## src/exec_pkg.sv

```systemverilog
package exec_pkg;
   typedef enum logic [1:0]
   {
      NIBBLE_EXCHANGE_OP      = 2'h0,
      XOR_IMMEDIATE_OP        = 2'h1,
      XOR_MEMORY_OP           = 2'h2,
      PORT_DIRECTION_LOAD_OP  = 2'h3
   } op_type;

   localparam logic [7:0] ACC_RESET      = 8'h00;
   localparam logic [7:0] DIR_RESET      = 8'hff;
   localparam logic [6:0] MEM_ADDR_MAX   = 7'h7f;
   localparam logic [2:0] PORT_A_SEL     = 3'h5;
   localparam logic [2:0] PORT_B_SEL     = 3'h6;
   localparam logic [2:0] PORT_C_SEL     = 3'h7;
   localparam logic       DEST_ACC       = 1'b0;
   localparam logic       DEST_MEM       = 1'b1;
endpackage

```

## src/dir_reg.sv

```systemverilog
`timescale 1ns/10ps
module dir_reg #(
   parameter int          WIDTH = 8,
   parameter logic [7:0]  RESET = 8'hff
)
(
   // Clock and reset
   input  wire logic             clk_sys,
   input  wire logic             resetn,
   // Load
   input  wire logic             load,
   input  wire logic [WIDTH-1:0] din,
   output      logic [WIDTH-1:0] q
);
   always_ff @(posedge clk_sys)
   begin
      if (!resetn)
         q <= RESET[WIDTH-1:0];
      else if (load)
         q <= din;
   end
endmodule

```

## src/nibble_swap_xor_port_direction_load_op_exec.sv

```systemverilog
`timescale 1ns/10ps
module nibble_swap_xor_port_direction_load_op_exec #(
   parameter int DATA_W = 8
)
(
   // Clock and reset
   input  wire logic              clk_sys,
   input  wire logic              resetn,
   // Instruction from decode
   input  wire logic              opValid,
   input  wire exec_pkg::op_type  opCode,
   input  wire logic [6:0]        operandAddr,
   input  wire logic              destSel,
   input  wire logic [7:0]        literal,
   // Data memory read data for operandAddr
   input  wire logic [7:0]        memRdata,
   // Data memory write back
   output      logic              memWe_r,
   output      logic [6:0]        memWaddr_r,
   output      logic [7:0]        memWdata_r,
   // Core state
   output      logic [7:0]        acc_r,
   output      logic              zeroFlag_r,
   // Port direction registers
   output      logic [7:0]        port_a_direction,
   output      logic [7:0]        port_b_direction,
   output      logic [7:0]        port_c_direction
);
   logic [7:0] result;
   logic       toMem;
   logic       loadA;
   logic       loadB;
   logic       loadC;

   always_comb
   begin
      result = 8'h00;
      toMem  = 1'b0;
      unique case (opCode)
         exec_pkg::NIBBLE_EXCHANGE_OP:
         begin
            result = {memRdata[3:0], memRdata[7:4]};
            toMem  = (destSel == exec_pkg::DEST_MEM);
         end
         exec_pkg::XOR_IMMEDIATE_OP:
         begin
            result = acc_r ^ literal;
         end
         exec_pkg::XOR_MEMORY_OP:
         begin
            result = acc_r ^ memRdata;
            toMem  = (destSel == exec_pkg::DEST_MEM);
         end
         exec_pkg::PORT_DIRECTION_LOAD_OP:
         begin
            result = acc_r;
         end
      endcase
   end

   wire logic isDir = opValid && (opCode == exec_pkg::PORT_DIRECTION_LOAD_OP);
   assign loadA = isDir && (operandAddr[2:0] == exec_pkg::PORT_A_SEL) && (operandAddr[6:3] == 4'h0);
   assign loadB = isDir && (operandAddr[2:0] == exec_pkg::PORT_B_SEL) && (operandAddr[6:3] == 4'h0);
   assign loadC = isDir && (operandAddr[2:0] == exec_pkg::PORT_C_SEL) && (operandAddr[6:3] == 4'h0);

   // Accumulator
   always_ff @(posedge clk_sys)
   begin
      if (!resetn)
         acc_r <= exec_pkg::ACC_RESET;
      else if (opValid && !toMem && !isDir)
         acc_r <= result;
   end

   // Zero flag, only XOR ops touch it
   always_ff @(posedge clk_sys)
   begin
      if (!resetn)
         zeroFlag_r <= 1'b0;
      else if (opValid && (opCode == exec_pkg::XOR_IMMEDIATE_OP || opCode == exec_pkg::XOR_MEMORY_OP))
         zeroFlag_r <= (result == 8'h00);
   end

   // Memory write back
   always_ff @(posedge clk_sys)
   begin
      if (!resetn)
      begin
         memWe_r    <= 1'b0;
         memWaddr_r <= 7'h00;
         memWdata_r <= 8'h00;
      end
      else
      begin
         memWe_r <= opValid && toMem;
         if (opValid && toMem)
         begin
            memWaddr_r <= operandAddr;
            memWdata_r <= result;
         end
      end
   end

   dir_reg #(.WIDTH(8), .RESET(exec_pkg::DIR_RESET)) u_dir_a
   (
      .clk_sys (clk_sys),
      .resetn  (resetn),
      .load    (loadA),
      .din     (acc_r),
      .q       (port_a_direction)
   );
   dir_reg #(.WIDTH(8), .RESET(exec_pkg::DIR_RESET)) u_dir_b
   (
      .clk_sys (clk_sys),
      .resetn  (resetn),
      .load    (loadB),
      .din     (acc_r),
      .q       (port_b_direction)
   );
   dir_reg #(.WIDTH(8), .RESET(exec_pkg::DIR_RESET)) u_dir_c
   (
      .clk_sys (clk_sys),
      .resetn  (resetn),
      .load    (loadC),
      .din     (acc_r),
      .q       (port_c_direction)
   );

   property p_swap;
      @(posedge clk_sys) disable iff (!resetn)
      (opValid && opCode == exec_pkg::NIBBLE_EXCHANGE_OP && destSel)
      |=> memWe_r && memWdata_r == {$past(memRdata[3:0]), $past(memRdata[7:4])}
          && memWaddr_r == $past(operandAddr) && $stable(acc_r);
   endproperty
   a_swap: assert property (p_swap) else $error("nibble exchange result wrong");

   property p_swap_flags;
      @(posedge clk_sys) disable iff (!resetn)
      (opValid && opCode == exec_pkg::NIBBLE_EXCHANGE_OP) |=> $stable(zeroFlag_r);
   endproperty
   a_swap_flags: assert property (p_swap_flags) else $error("nibble exchange changed flag");

   property p_dest_acc;
      @(posedge clk_sys) disable iff (!resetn)
      (opValid && opCode == exec_pkg::XOR_MEMORY_OP && destSel == exec_pkg::DEST_ACC)
      |=> !memWe_r && acc_r == ($past(acc_r) ^ $past(memRdata));
   endproperty
   a_dest_acc: assert property (p_dest_acc) else $error("destination 0 not to accumulator");

   property p_swap_acc;
      @(posedge clk_sys) disable iff (!resetn)
      (opValid && opCode == exec_pkg::NIBBLE_EXCHANGE_OP && destSel == exec_pkg::DEST_ACC)
      |=> !memWe_r && acc_r == {$past(memRdata[3:0]), $past(memRdata[7:4])};
   endproperty
   a_swap_acc: assert property (p_swap_acc) else $error("nibble exchange not to accumulator");

   property p_dest_mem;
      @(posedge clk_sys) disable iff (!resetn)
      (opValid && opCode == exec_pkg::XOR_MEMORY_OP && destSel)
      |=> memWe_r && memWaddr_r == $past(operandAddr) && $stable(acc_r);
   endproperty
   a_dest_mem: assert property (p_dest_mem) else $error("destination 1 not to memory");

   property p_xor_immediate_op;
      @(posedge clk_sys) disable iff (!resetn)
      (opValid && opCode == exec_pkg::XOR_IMMEDIATE_OP)
      |=> acc_r == ($past(acc_r) ^ $past(literal)) && !memWe_r;
   endproperty
   a_xor_immediate_op: assert property (p_xor_immediate_op) else $error("xor immediate wrong");

   property p_xor_memory_op;
      @(posedge clk_sys) disable iff (!resetn)
      (opValid && opCode == exec_pkg::XOR_MEMORY_OP && destSel)
      |=> memWdata_r == ($past(acc_r) ^ $past(memRdata));
   endproperty
   a_xor_memory_op: assert property (p_xor_memory_op) else $error("xor memory wrong");

   property p_dir;
      @(posedge clk_sys) disable iff (!resetn)
      (opValid && opCode == exec_pkg::PORT_DIRECTION_LOAD_OP && operandAddr == 7'h06)
      |=> port_b_direction == $past(acc_r) && $stable(zeroFlag_r) && $stable(port_a_direction);
   endproperty
   a_dir: assert property (p_dir) else $error("direction load wrong");

   property p_zero;
      @(posedge clk_sys) disable iff (!resetn)
      (opValid && opCode == exec_pkg::XOR_IMMEDIATE_OP)
      |=> zeroFlag_r == (($past(acc_r) ^ $past(literal)) == 8'h00);
   endproperty
   a_zero: assert property (p_zero) else $error("zero flag wrong");

   property p_zero_mem;
      @(posedge clk_sys) disable iff (!resetn)
      (opValid && opCode == exec_pkg::XOR_MEMORY_OP)
      |=> zeroFlag_r == (($past(acc_r) ^ $past(memRdata)) == 8'h00);
   endproperty
   a_zero_mem: assert property (p_zero_mem) else $error("zero flag wrong after xor memory");

   // Only the selected direction register may take the accumulator
   property p_dir_sel;
      @(posedge clk_sys) disable iff (!resetn)
      (opValid && opCode == exec_pkg::PORT_DIRECTION_LOAD_OP)
      |=> port_a_direction == (($past(operandAddr) == 7'h05) ? $past(acc_r) : $past(port_a_direction))
          && port_b_direction == (($past(operandAddr) == 7'h06) ? $past(acc_r) : $past(port_b_direction))
          && port_c_direction == (($past(operandAddr) == 7'h07) ? $past(acc_r) : $past(port_c_direction))
          && $stable(acc_r) && $stable(zeroFlag_r) && !memWe_r;
   endproperty
   a_dir_sel: assert property (p_dir_sel) else $error("direction select wrong");

   // No instruction, no change of accumulator, zero flag or port A direction and no write strobe
   property p_idle;
      @(posedge clk_sys) disable iff (!resetn)
      !opValid |=> !memWe_r && $stable(acc_r) && $stable(zeroFlag_r) && $stable(port_a_direction);
   endproperty
   a_idle: assert property (p_idle) else $error("state changed without instruction");

   c_swap_mem: cover property (@(posedge clk_sys) opValid && opCode == exec_pkg::NIBBLE_EXCHANGE_OP && destSel);
   c_zero_set: cover property (@(posedge clk_sys) opValid && opCode == exec_pkg::XOR_IMMEDIATE_OP && result == 8'h00);
   c_dir_c:    cover property (@(posedge clk_sys) loadC);
   c_dir_none: cover property (@(posedge clk_sys) isDir && !loadA && !loadB && !loadC);
   c_idle:     cover property (@(posedge clk_sys) resetn && !opValid);
endmodule

```

## config.mk

```make
export PLATFORM = sky130hd
export DESIGN_NAME = nibble_swap_xor_port_direction_load_op_exec
export DESIGN_NICKNAME = d
export VERILOG_FILES = /design/src/exec_pkg.sv /design/src/dir_reg.sv /design/src/nibble_swap_xor_port_direction_load_op_exec.sv
export SDC_FILE = /design/constraint.sdc
export NUM_CORES = 1
export LEC_CHECK = 0
export BUFFER_PORTS_ARGS = -buffer_cell sky130_fd_sc_hd__buf_2
export CORE_ASPECT_RATIO = 0.7
export CORE_MARGIN = 1
export CORE_UTILIZATION = 50
export CTS_CLUSTER_SIZE = 25
export DETAILED_ROUTE_END_ITERATION = 10
export PLACE_DENSITY = 0.8
export SYNTH_ARGS = -nofsm -noshare
export SYNTH_HDL_FRONTEND = slang
export SYNTH_SLANG_ARGS = --single-unit
```

## constraint.sdc

```tcl
create_clock -name clk_sys -period 2.15 [get_ports clk_sys]
set_input_delay 0.3225 -clock clk_sys [delete_from_list [all_inputs] [get_ports clk_sys]]
set_output_delay 0.3225 -clock clk_sys [all_outputs]
set_load 0.1 [all_outputs]
```

# Word level (Yosys, flattened, before mapping)
# Index checks and enable logic that the tools add are counted.
[totals]
regBits = 49
input_bits = 29
out_inout_bits = 49
word_cells = 36
[op_classes]
eq_ne = 6
muxes = 2
bitwise = 2
n_reduce_logical = 18
[ops]
columns = ["operator", "count"]
rows = [
  ["8-bit one-hot mux with 4 select lines", 1],
  ["8-bit bitwise XOR", 2],
  ["1-bit logical AND", 11],
  ["3-bit == test (second input constant)", 3],
  ["8-bit logical NOT", 1],
  ["2-bit == test (second input constant)", 2],
  ["4-bit logical NOT", 1],
  ["2-bit by 1-bit == test with 1-bit output (second input constant)", 1],
  ["1-bit logical NOT", 2],
  ["2-bit logical NOT", 1],
  ["2-bit OR reduction", 1],
  ["1-bit logical OR", 1],
  ["1-bit 2-to-1 mux", 1],
]

# Longest topological paths before layout
# Gate-level depths: netlist of run 1.
[logic_depth]
ltp_word = 6
ltp_mapped = 8
ltp_nobuf = 7

# Cells and area by module
# Synthesis of run 1 repeated with hierarchy kept, for this count alone.
[hier_totals]
hier_cells = 267
hier_area_um2 = 2351.0
[by_module_without_submodules]
columns = ["module", "instances", "cells_per_inst", "area_each_um2", "seq_area_each_um2"]
rows = [
  ["nibble_swap_xor_port_direction_load_op_exec", 1, 189, 1495.2, 500.5],
  ["dir_reg", 3, 26, 285.3, 160.2],
]

# Worst setup path after synthesis of run 1
# OpenSTA, ideal clock, no wires.
[synth_timing]
path_type = "reg-to-reg"
startpoint = "reg acc_r[3]"
endpoint = "reg zeroFlag_r"
setup_ps = 87
arrival_time_ps = 1948
required_time_ps = 2063
path_slack_ps = 115
stages_incl_launch_ff = 5
n_path_buf = 0
synth_period_minus_slack_ps = 2035
cell_sequence = "dfxtp_1 > nor3_1 > o32a_1 > or2_0 > o31ai_1"
[synth_between]
elab_chain_cells = 3
word_cells_on_any_way = 4
cone_classes = "1 x mux; 2 x bitwise; 1 x reduce/logical"
[synth_rtl]
columns = ["item", "line", "text"]
rows = [
  ["start: declaration", "nibble_swap_xor_port_direction_load_op_exec.sv:22", "output logic [7:0] acc_r,"],
  ["start signal: assignment", "nibble_swap_xor_port_direction_load_op_exec.sv:70", "acc_r <= exec_pkg::ACC_RESET;"],
  ["start signal: assignment", "nibble_swap_xor_port_direction_load_op_exec.sv:72", "acc_r <= result;"],
  ["8-bit bitwise XOR, on equally long branches", "nibble_swap_xor_port_direction_load_op_exec.sv:51, nibble_swap_xor_port_direction_load_op_exec.sv:47", ""],
  ["8-bit one-hot mux with 4 select lines *", "nibble_swap_xor_port_direction_load_op_exec.sv:39", "unique case (opCode)"],
  ["8-bit logical NOT *", "nibble_swap_xor_port_direction_load_op_exec.sv:81", "zeroFlag_r <= (result == 8'h00);"],
  ["end signal: assignment", "nibble_swap_xor_port_direction_load_op_exec.sv:81", ""],
  ["end: declaration", "nibble_swap_xor_port_direction_load_op_exec.sv:23", "output logic zeroFlag_r,"],
]
# Mark *: on every way between the ends. The rest lies on a longest branch, timed or not.
# A chain may end at the register's enable or synchronous reset.

# Final worst setup path of run 1
[layout_timing]
startpoint = "in opCode[0]"
endpoint = "reg zeroFlag_r"
[layout_between]
elab_chain_cells = 3
word_cells_on_any_way = 8
cone_classes = "3 x eq/ne; 1 x mux; 4 x reduce/logical"
[layout_rtl]
columns = ["item", "line", "text"]
rows = [
  ["start: declaration", "nibble_swap_xor_port_direction_load_op_exec.sv:11", "input wire exec_pkg::op_type opCode,"],
  ["2-bit == test, or another cell as far along", "nibble_swap_xor_port_direction_load_op_exec.sv:39", ""],
  ["8-bit one-hot mux with 4 select lines or 1-bit logical OR (tied branches)", "nibble_swap_xor_port_direction_load_op_exec.sv:39, nibble_swap_xor_port_direction_load_op_exec.sv:80", ""],
  ["8-bit logical NOT or 1-bit logical AND (tied branches)", "nibble_swap_xor_port_direction_load_op_exec.sv:81, nibble_swap_xor_port_direction_load_op_exec.sv:80", ""],
]
# Parallel ways exist; a longest one is shown, timed or not.

==> impl_metrics.py, run 1 <==
metrics = {
    "run_status": {
        "status": "complete, no violations",
    },
    "yosys": {
        "ys.flop_type": "dfxtp_1",
        "synth_area_leader_cell": "dfxtp_1",
        "synth_area_um2": 2270,
        "synth_cell_types": 39,
        "synth_area_leaders": "dfxtp_1, mux2i_1, nand2_1",
        "synth_edf_count": 0,
        "syn_nets": 282,
        "async_flop_share_pct": 0,
        "syn-instance-count": 249,
        "synth_most_common_cell": "nand2_1",
        "ys_seq_area_share_pct": 43.22,
        "yosysWarnings": 0,
        "synth_top_area_share_pct": 43.22,
        "synth_common_cells": "nand2_1, dfxtp_1, mux2i_1",
        "postSynthAreaPerCell_um2": 9.115,
        "ys_seq_elements": 49,
    },
    "placed_design": {
        "dp_hpwl_um": 4323,
        "placedCellCount": 385,
        "gp_congestion": 0.8879,
        "port-buffer-count": 77,
        "place_ws_ns": -0.04128,
    },
    "grt": {
        "antenna_found_initial": 0,
        "overflow": 0,
        "grt_pass1_vias": 1898,
        "grt_max_degree": 51,
        "gr-usage-all-layers_pct": 25.52,
        "grt_pass1_wl_um": 9080,
    },
    "power": {
        "pwr-share-seq_pct": 49.5,
        "vdd_drop_max_uv": 441.9,
        "p_clk_share_pct": 27.4,
        "power.internal_mw": 1.301,
        "leakage_nw": 1.482,
        "switching_share_pct": 33.25,
        "powerDensity_nw_per_um2": 676.6,
        "p_sw_mw": 0.6482,
        "comb_power_share_pct": 23.1,
    },
    "sta": {
        "setup_viol": 0,
        "timing.final.crit_share_pct": 88.12,
        "maxSlewHeadroom_pct": 67.16,
        "rsz0062_at_grt": "false",
        "hold_ws_ns": 0.2814,
        "max_slew.worst_pin.slew_ns": 0.4961,
        "final_hold_viol_count": 0,
        "clock-skew-final_ns": 0.004871,
        "worst_slack_ns": 0.2554,
        "min_period_ns": 1.895,
        "max_freq_mhz": 527.8,
        "drv_slew": 0,
    },
    "final_layout": {
        "nets": 370,
        "fin_cells": 393,
        "final.fill_count": 383,
        "diodes": 0,
        "drive_gt1_share_pct": 32.25,
        "areaGrowthSynthToFinish_pct": 26.96,
    },
    "critical_path": {
        "worstPathArrival_ns": 2.11,
        "crit_type": "input port to flop",
        "r2r_end": "zeroFlag_r",
        "cp_max_fo": 8,
        "r2r_cells": 4,
        "critPathMaxStageDelay_ns": 0.40,
        "r2r-start": "acc_r[3]",
        "critPathSlowestCell": "ha_1",
        "rrSetupSlack_ns": 0.62,
        "crit_path_start": "opCode[0]",
        "cp.required_ns": 2.37,
        "crit_path_start_kind": "input port",
        "end_kind": "flop",
        "endpoint": "zeroFlag_r",
        "path_cells": "buf_2 > inv_1 > ha_1 > buf_4 > mux2i_1 > xnor2_1 > o32ai_1 > nand3_1 > o31ai_1",
    },
    "routing": {
        "drc": 0,
        "routed_wl_um": 5810,
        "firstDrtPassIters": 4,
        "via_per_inst": 5.237,
        "vias": 2058,
        "initialDrtViolationCount": 87,
        "ant_nets": 0,
        "avgRoutedWirePerCell_um": 14.78,
    },
    "clock_tree": {
        "clock-root-buffer": "clkbuf_8",
        "cts_tree": "built",
        "cts_buffer_depth": 2,
        "clock_sinks": 49,
        "clk_pin_slew_ns": 0.09,
        "cts_buffers": 5,
        "h-tree-depth": 2,
        "cts-resized-gates": 0,
        "holdBufCountCts": 0,
        "post_cts_buffers": 0,
        "clkLatencyLatePin_ns": 0.30,
    },
    "floorplanning": {
        "fp.dieW_um": 82.53,
        "die_y_um": 58.37,
        "pin_count": 78,
        "design.core.area_um2": 4354,
        "die_area_um2": 4817,
        "rows": 20,
        "initial_utilization_pct": 52.13,
    },
    "hold_path": {
        "holdPathStages": 3,
        "hold_path_class": "input port to flop",
    },
    "job": {
        "drv_cap": 0,
    },
}
## kinds of logic after synthesis
group                      share of synthesized area [%]
and+or+nand+nor                                    19.46
DFF                                                43.22
AOI/OAI and AO/OA                                  13.07
muxes                                              16.87
buffers and inverters                              4.024
adders and majority gates                          2.205
xor gates and xnor gates                           1.158
## flip-flops by register name, summed over array words and instances, names as in the netlist
signal / cells
memWe_r: 1
acc_r: 8
u_dir_c.q: 8
memWdata_r: 8
zeroFlag_r: 1
u_dir_a.q: 8
memWaddr_r: 7
u_dir_b.q: 8
## critical path, delay by kind of cell
kind	cells	cell delay, ns
XOR/XNOR	1	0.12
multiplexers	1	0.25
AND/OR/NAND/NOR	1	0.14
buffers and inverters	3	0.37
adder cells (fa/ha/maj)	1	0.40
AO/OA/AOI/OAI	2	0.50
## cell usage in the layout (no fill, tap or decap), types with 3 or more instances in the layout
master / count
nand2_1: 64
ha_1: 4
nor3_1: 3
inv_1: 5
nand3_1: 4
o211a_1: 6
o21ai_0: 4
buf_4: 19
nor2_1: 3
clkbuf_8: 5
dfxtp_1: 49
buf_2: 77
nor2b_1: 6
a21boi_0: 11
a21oi_1: 5
and3_1: 5
mux2i_1: 36
xnor2_1: 3
## worst min path at each step
stage | from | to | slack, ns
after CTS | operandAddr[3] | memWaddr_r[3] | 0.27
after floorplan | operandAddr[0] | memWaddr_r[0] | 0.47
after detailed placement | u_dir_a.q[0] | u_dir_a.q[0] | 0.46
final | operandAddr[3] | memWaddr_r[3] | 0.28
after global placement | memWdata_r[3] | memWdata_r[3] | 0.45
after global routing | operandAddr[5] | memWaddr_r[5] | 0.29
## power groups by stage
stage               clock network, mW  logic (mW)  registers [mW]
floorplan                           0       0.159            1.14
global placement                    0       0.444           0.986
detailed placement                  0       0.446           0.986
CTS                             0.545       0.448           0.965
global route                    0.582       0.478           0.970
finish                          0.535       0.450           0.965
## per-layer routing
metal | wire length [um] | vias to the layer above | global-route usage, %
met3 | 393 | 4 | 5.271
li1 | - | 1036 | -
met1 | 2827 | 952 | 36.39
met4 | 25 | 0 | 5.911
met2 | 2563 | 66 | 39.91
met5 | 0 | - | 0
## area by class of cell
| cell class | count | area (um^2) | area share, % |
|---|---|---|---|
| clock inverter | 1 | 7.507 | 0.2605 |
| multi-input combinational | 179 | 1197 | 41.55 |
| clock buffer | 7 | 76.32 | 2.649 |
| timing repair buffer | 96 | 528.0 | 18.32 |
| sequential | 49 | 980.9 | 34.04 |
| tap | 55 | 68.82 | 2.388 |
| inverter | 6 | 22.52 | 0.7816 |
## metrics by stage
| step | setup TNS [ns] | cell area, um^2 | util [%] | total power [mW] |
|---|---|---|---|---|
| floorplan | 0 | 2270 | - | 1.299 |
| global placement | -0.01832 | 2798 | 64.25 | 1.430 |
| detailed placement | -0.09588 | 2798 | 64.25 | 1.432 |
| CTS | 0 | 2882 | 66.18 | 1.958 |
| global route | 0 | 2882 | 66.18 | 2.029 |
| finish | 0 | 2882 | 66.18 | 1.950 |
Power figures use the tool's default switching activity.
==> run 2, diff against run 1 <==
==> constraint.sdc (replaced) <==
create_clock -name clk_sys -period 2.15 [get_ports clk_sys]
set_input_delay 0.43 -clock clk_sys [delete_from_list [all_inputs] [get_ports clk_sys]]
set_output_delay 0.43 -clock clk_sys [all_outputs]
set_load 0.1 [all_outputs]
==> run 2 against run 1 <==
  * Register-to-register slack got worse by 0.03 ns
  * Sequential power barely moved
  * Power barely moved
  * Die area is the same
  * Clock skew is essentially flat
  * First-iteration DRC count up 57%
  * Largest cell class unchanged
  * Routed wire length fell by 1.5%
  * Sequential share of layout area is 0.26 points lower
  * Worst hold slack gained 0.098 ns
  * Critical path depth decreased by 2
  * Sequential cell count stayed put
==> impl_metrics.py, run 2 (synthesis gave the netlist of run 1 again) <==
metrics = {
    "final_layout": {
        "layout_common_cells": "buf_2, nand2_1, dfxtp_1",
        "diodes": 0,
        "drive_gt1_share_pct": 32.84,
        "final_common_cell": "buf_2",
        "final_cell_area_um2": 2904,
        "final.fill_count": 377,
        "areaGrowthSynthToFinish_pct": 27.95,
        "nets": 373,
    },
    "job": {
        "drv_cap": 0,
    },
    "sta": {
        "rsz0062_at_grt": "false",
        "drv_slew": 0,
        "max_slew.worst_pin.slew_ns": 0.4976,
        "timing.final.crit_share_pct": 88.90,
        "max_freq_mhz": 523.2,
        "clock-skew-final_ns": 0.004778,
        "min_period_ns": 1.911,
        "maxSlewHeadroom_pct": 67.05,
        "final_hold_viol_count": 0,
        "setup_viol": 0,
    },
    "power": {
        "powerDensity_nw_per_um2": 670.8,
        "comb_power_share_pct": 23.2,
        "power.internal_mw": 1.305,
        "leakage_nw": 1.496,
        "total_power_mw": 1.948,
        "vdd_drop_max_uv": 459.7,
        "p_sw_mw": 0.6433,
        "switching_share_pct": 33.03,
        "pwr-share-seq_pct": 49.6,
        "p_clk_share_pct": 27.2,
    },
    "placed_design": {
        "dpl_cell_area_um2": 2820,
        "port-buffer-count": 77,
        "dp_hpwl_um": 4206,
        "gp_congestion": 0.8282,
    },
    "clock_tree": {
        "clock_sinks": 49,
        "holdBufCountCts": 0,
        "post_cts_buffers": 0,
        "clkLatencyLatePin_ns": 0.30,
        "cts_buffer_depth": 2,
        "cts_tree": "built",
        "h-tree-depth": 2,
        "clock-root-buffer": "clkbuf_8",
        "cts_buffers": 5,
        "clk_pin_slew_ns": 0.09,
        "cts-resized-gates": 0,
    },
    "critical_path": {
        "crit_buf_inv": 1,
        "worstPathArrival_ns": 2.09,
        "path_cells": "buf_2 > ha_1 > nand2_1 > nor4_2 > nand4_2 > mux2i_1 > nand2_1",
        "critPathMaxStageDelay_ns": 0.38,
        "crit_path_start_kind": "input port",
        "crit_path_frequent_cell": "nand2_1",
        "cp_max_fo": 9,
        "rrSetupSlack_ns": 0.59,
        "cp.required_ns": 2.33,
        "critPathSlowestCell": "nand4_2",
        "crit_type": "input port to flop",
        "end_kind": "flop",
        "cpLargestDelayFamily": "simple AND/OR/NAND/NOR gates",
    },
    "floorplanning": {
        "design.core.area_um2": 4354,
        "pin_count": 78,
        "initial_utilization_pct": 52.13,
        "die_area_um2": 4817,
        "die_y_um": 58.37,
        "rows": 20,
        "fp.dieW_um": 82.53,
    },
    "routing": {
        "routed_wl_um": 5724,
        "via_per_inst": 5.275,
        "firstDrtPassIters": 4,
        "ant_nets": 0,
        "vias": 2089,
        "avgRoutedWirePerCell_um": 14.45,
        "drc": 0,
        "initialDrtViolationCount": 137,
    },
    "run_status": {
        "status": "complete, no violations",
    },
    "grt": {
        "grt_pass1_vias": 1786,
        "antenna_found_initial": 0,
        "grt_pass1_wl_um": 8652,
        "gr-usage-all-layers_pct": 24.18,
        "overflow": 0,
        "grt_max_degree": 51,
    },
    "hold_path": {
        "hold_path_class": "input port to flop",
    },
}
==> run 2: final timing paths <==
| path | from | to | cells after the start |
|---|---|---|---|
| hold / removal | operandAddr[2] | memWaddr_r[2] | 3 |
| setup reg to reg | acc_r[0] | memWdata_r[0] | 5 |
| hold reg to reg | memWaddr_r[6] | memWaddr_r[6] | 2 |
| setup / recovery | opCode[1] | u_dir_c.q[1] | 7 |
==> run 2: metrics by stage <==
stage,setup TNS (ns),instances,hold slack [ns],util [%],setup slack (ns)
floorplan,0,249,0.5749,-,0.1151
global placement,0,388,0.4487,64.77,0.01152
detailed placement,-0.01971,388,0.4578,64.77,-0.01971
CTS,0,396,0.3760,66.70,0.2610
global route,0,396,0.3804,66.70,0.1131
finish,0,396,0.3798,66.70,0.2387
==> run 2: layout make-up <==
class                      count  area, um^2  area share, %
multi-input combinational    179        1197          41.23
sequential                    49       980.9          33.78
clock buffer                   7       76.32          2.628
tap                           55       68.82          2.370
inverter                       6       22.52         0.7755
timing repair buffer          99       550.5          18.96
clock inverter                 1       7.507         0.2585
==> run 2: worst reg2reg max path: cells and delay by family, from the launching register on <==
kind / cells / cell delay, ns
buf+inv: 1 / 0.19
simple gates: 1 / 0.05
flops: 1 / 0.53
xor+xnor: 1 / 0.13
compound gates: 2 / 0.56
==> run 2: power groups by stage <==
stage / Sequential [mW] / Clock [mW] / Combinational, mW
final: 0.965 / 0.530 / 0.452
after global routing: 0.969 / 0.587 / 0.478
after CTS: 0.965 / 0.537 / 0.450
after detailed placement: 0.986 / 0 / 0.448
after floorplan: 1.14 / 0 / 0.159
after global placement: 0.985 / 0 / 0.445
==> run 2: layer usage <==
metal	share of wire, %	vias up	GRT usage, %
met5	0	-	0
met4	0.68	0	5.665
met3	8.5	6	6.667
met2	42	98	36.13
met1	49	950	34.80
li1	-	1035	-
==> run 3, diff against run 2 <==
Settings changed: REMOVE_ABC_BUFFERS from default to 1.
==> run 3 against run 2 <==
  * Clock power increased by 6.4%
  * Highest routed layer unchanged
  * Register-to-register slack got worse by 0.09 ns
  * Combinational power increased by 0.9%
  * Sequential cell count unchanged
  * Critical path depth increased by 2
  * Power increased by 1.7%
==> impl_metrics.py, run 3 (synthesis gave the netlist of run 1 again) <==
metrics = {
    "job": {
        "drv_cap": 0,
    },
    "final_layout": {
        "final.fill_count": 378,
        "final_cell_area_um2": 2939,
        "diodes": 0,
        "layout_common_cells": "buf_2, nand2_1, dfxtp_1",
        "final_common_cell": "buf_2",
        "drive_gt1_share_pct": 34.01,
        "utilization_pct": 67.50,
        "fin_cells": 399,
        "nets": 376,
        "areaGrowthSynthToFinish_pct": 29.49,
    },
    "sta": {
        "rsz0062_at_grt": "false",
        "worst_slack_ns": 0.1502,
        "min_period_ns": 2.000,
        "clock-skew-final_ns": 0.005246,
        "timing.final.crit_share_pct": 93.02,
        "max_freq_mhz": 500.0,
        "drv_slew": 0,
        "max_slew.worst_pin.slew_ns": 0.5696,
        "tns_ns": 0,
        "final_hold_viol_count": 0,
        "hold_ws_ns": 0.3844,
        "maxSlewHeadroom_pct": 62.03,
        "setup_viol": 0,
    },
    "clock_tree": {
        "clock_sinks": 49,
        "cts_tree": "built",
        "cts_buffer_depth": 2,
        "cts-resized-gates": 0,
        "clk_pin_slew_ns": 0.09,
        "clock-root-buffer": "clkbuf_8",
        "h-tree-depth": 2,
        "holdBufCountCts": 0,
        "cts_buffers": 5,
        "post_cts_buffers": 0,
        "clkLatencyLatePin_ns": 0.30,
    },
    "critical_path": {
        "cp.required_ns": 2.37,
        "worstPathArrival_ns": 2.22,
        "r2r-start": "acc_r[0]",
        "rrSetupSlack_ns": 0.50,
        "crit_type": "input port to flop",
        "r2r_cells": 5,
        "r2r_end": "memWdata_r[0]",
        "cp_max_fo": 7,
        "end_kind": "flop",
        "crit_path_start_kind": "input port",
    },
    "placed_design": {
        "dp_hpwl_um": 4081,
        "port-buffer-count": 77,
        "gp_congestion": 0.9197,
        "placedCellCount": 391,
        "place_ws_ns": -0.1494,
        "dpl_cell_area_um2": 2843,
    },
    "floorplanning": {
        "pin_count": 78,
        "die_y_um": 58.37,
        "design.core.area_um2": 4354,
        "fp.dieW_um": 82.53,
        "die_area_um2": 4817,
        "initial_utilization_pct": 52.13,
        "rows": 20,
    },
    "run_status": {
        "status": "complete, no violations",
    },
    "power": {
        "total_power_mw": 1.981,
        "leakage_nw": 1.524,
        "vdd_drop_max_uv": 446.3,
        "powerDensity_nw_per_um2": 674.2,
    },
    "routing": {
        "routed_wl_um": 5457,
        "ant_nets": 0,
        "initialDrtViolationCount": 111,
        "route.met2.wl_um": 2464,
        "firstDrtPassIters": 4,
        "wl_met3_um": 268,
        "avgRoutedWirePerCell_um": 13.68,
        "top_layer": "met4",
        "via_per_inst": 5.268,
        "drc": 0,
        "vias": 2102,
        "wl_met1_um": 2647,
    },
    "grt": {
        "grt_pass1_wl_um": 8521,
        "grt_pass1_vias": 1858,
        "grt_max_degree": 33,
        "gr-usage-all-layers_pct": 23.89,
        "overflow": 0,
        "antenna_found_initial": 0,
    },
    "hold_path": {
        "holdPathStages": 3,
        "hold_path_class": "input port to flop",
        "worstHoldStart": "operandAddr[2]",
        "hold_path_end": "memWaddr_r[2]",
    },
}
## run 3: power breakdown
part / internal (mW) / switching (mW) / leakage (nW)
clock: 0.261 / 0.303 / 0.0512
combinational: 0.148 / 0.308 / 1.08
sequential: 0.930 / 0.0309 / 0.398
total: 1.34 / 0.642 / 1.52
## run 3: final cells by class
cell class | count | area, um^2 | area share, %
inverters | 6 | 22.52 | 0.7663
clock inverters | 2 | 13.76 | 0.4683
flip-flops and latches | 49 | 980.9 | 33.38
repair buffers | 102 | 573.1 | 19.50
well taps | 55 | 68.82 | 2.341
clock buffers | 6 | 82.58 | 2.810
multi-input cells | 179 | 1197 | 40.74
## run 3: critical path: stages
cell and delay [ns]:
buf_2 0.10, inv_1 0.06, ha_1 0.35, buf_4 0.19, mux2i_1 0.25, nor3_1 0.07, o32a_1 0.34, or2_0 0.21
o31ai_1 0.22
## run 3: routing by layer
metal | global-route usage (%) | vias up
met5 | 0 | -
met1 | 31.19 | 988
met2 | 39.08 | 52
li1 | - | 1052
met3 | 6.047 | 10
met4 | 7.389 | 0
## run 3: worst max path at each step
stage	to	slack (ns)	cells past startpoint	from
finish	zeroFlag_r	0.15	9	opCode[0]
global route	zeroFlag_r	0.03	8	opCode[0]
CTS	zeroFlag_r	0.16	9	opCode[0]
detailed placement	zeroFlag_r	-0.15	9	opCode[0]
global placement	memWdata_r[0]	-0.09	9	opCode[0]
floorplan	zeroFlag_r	0.07	7	opCode[0]
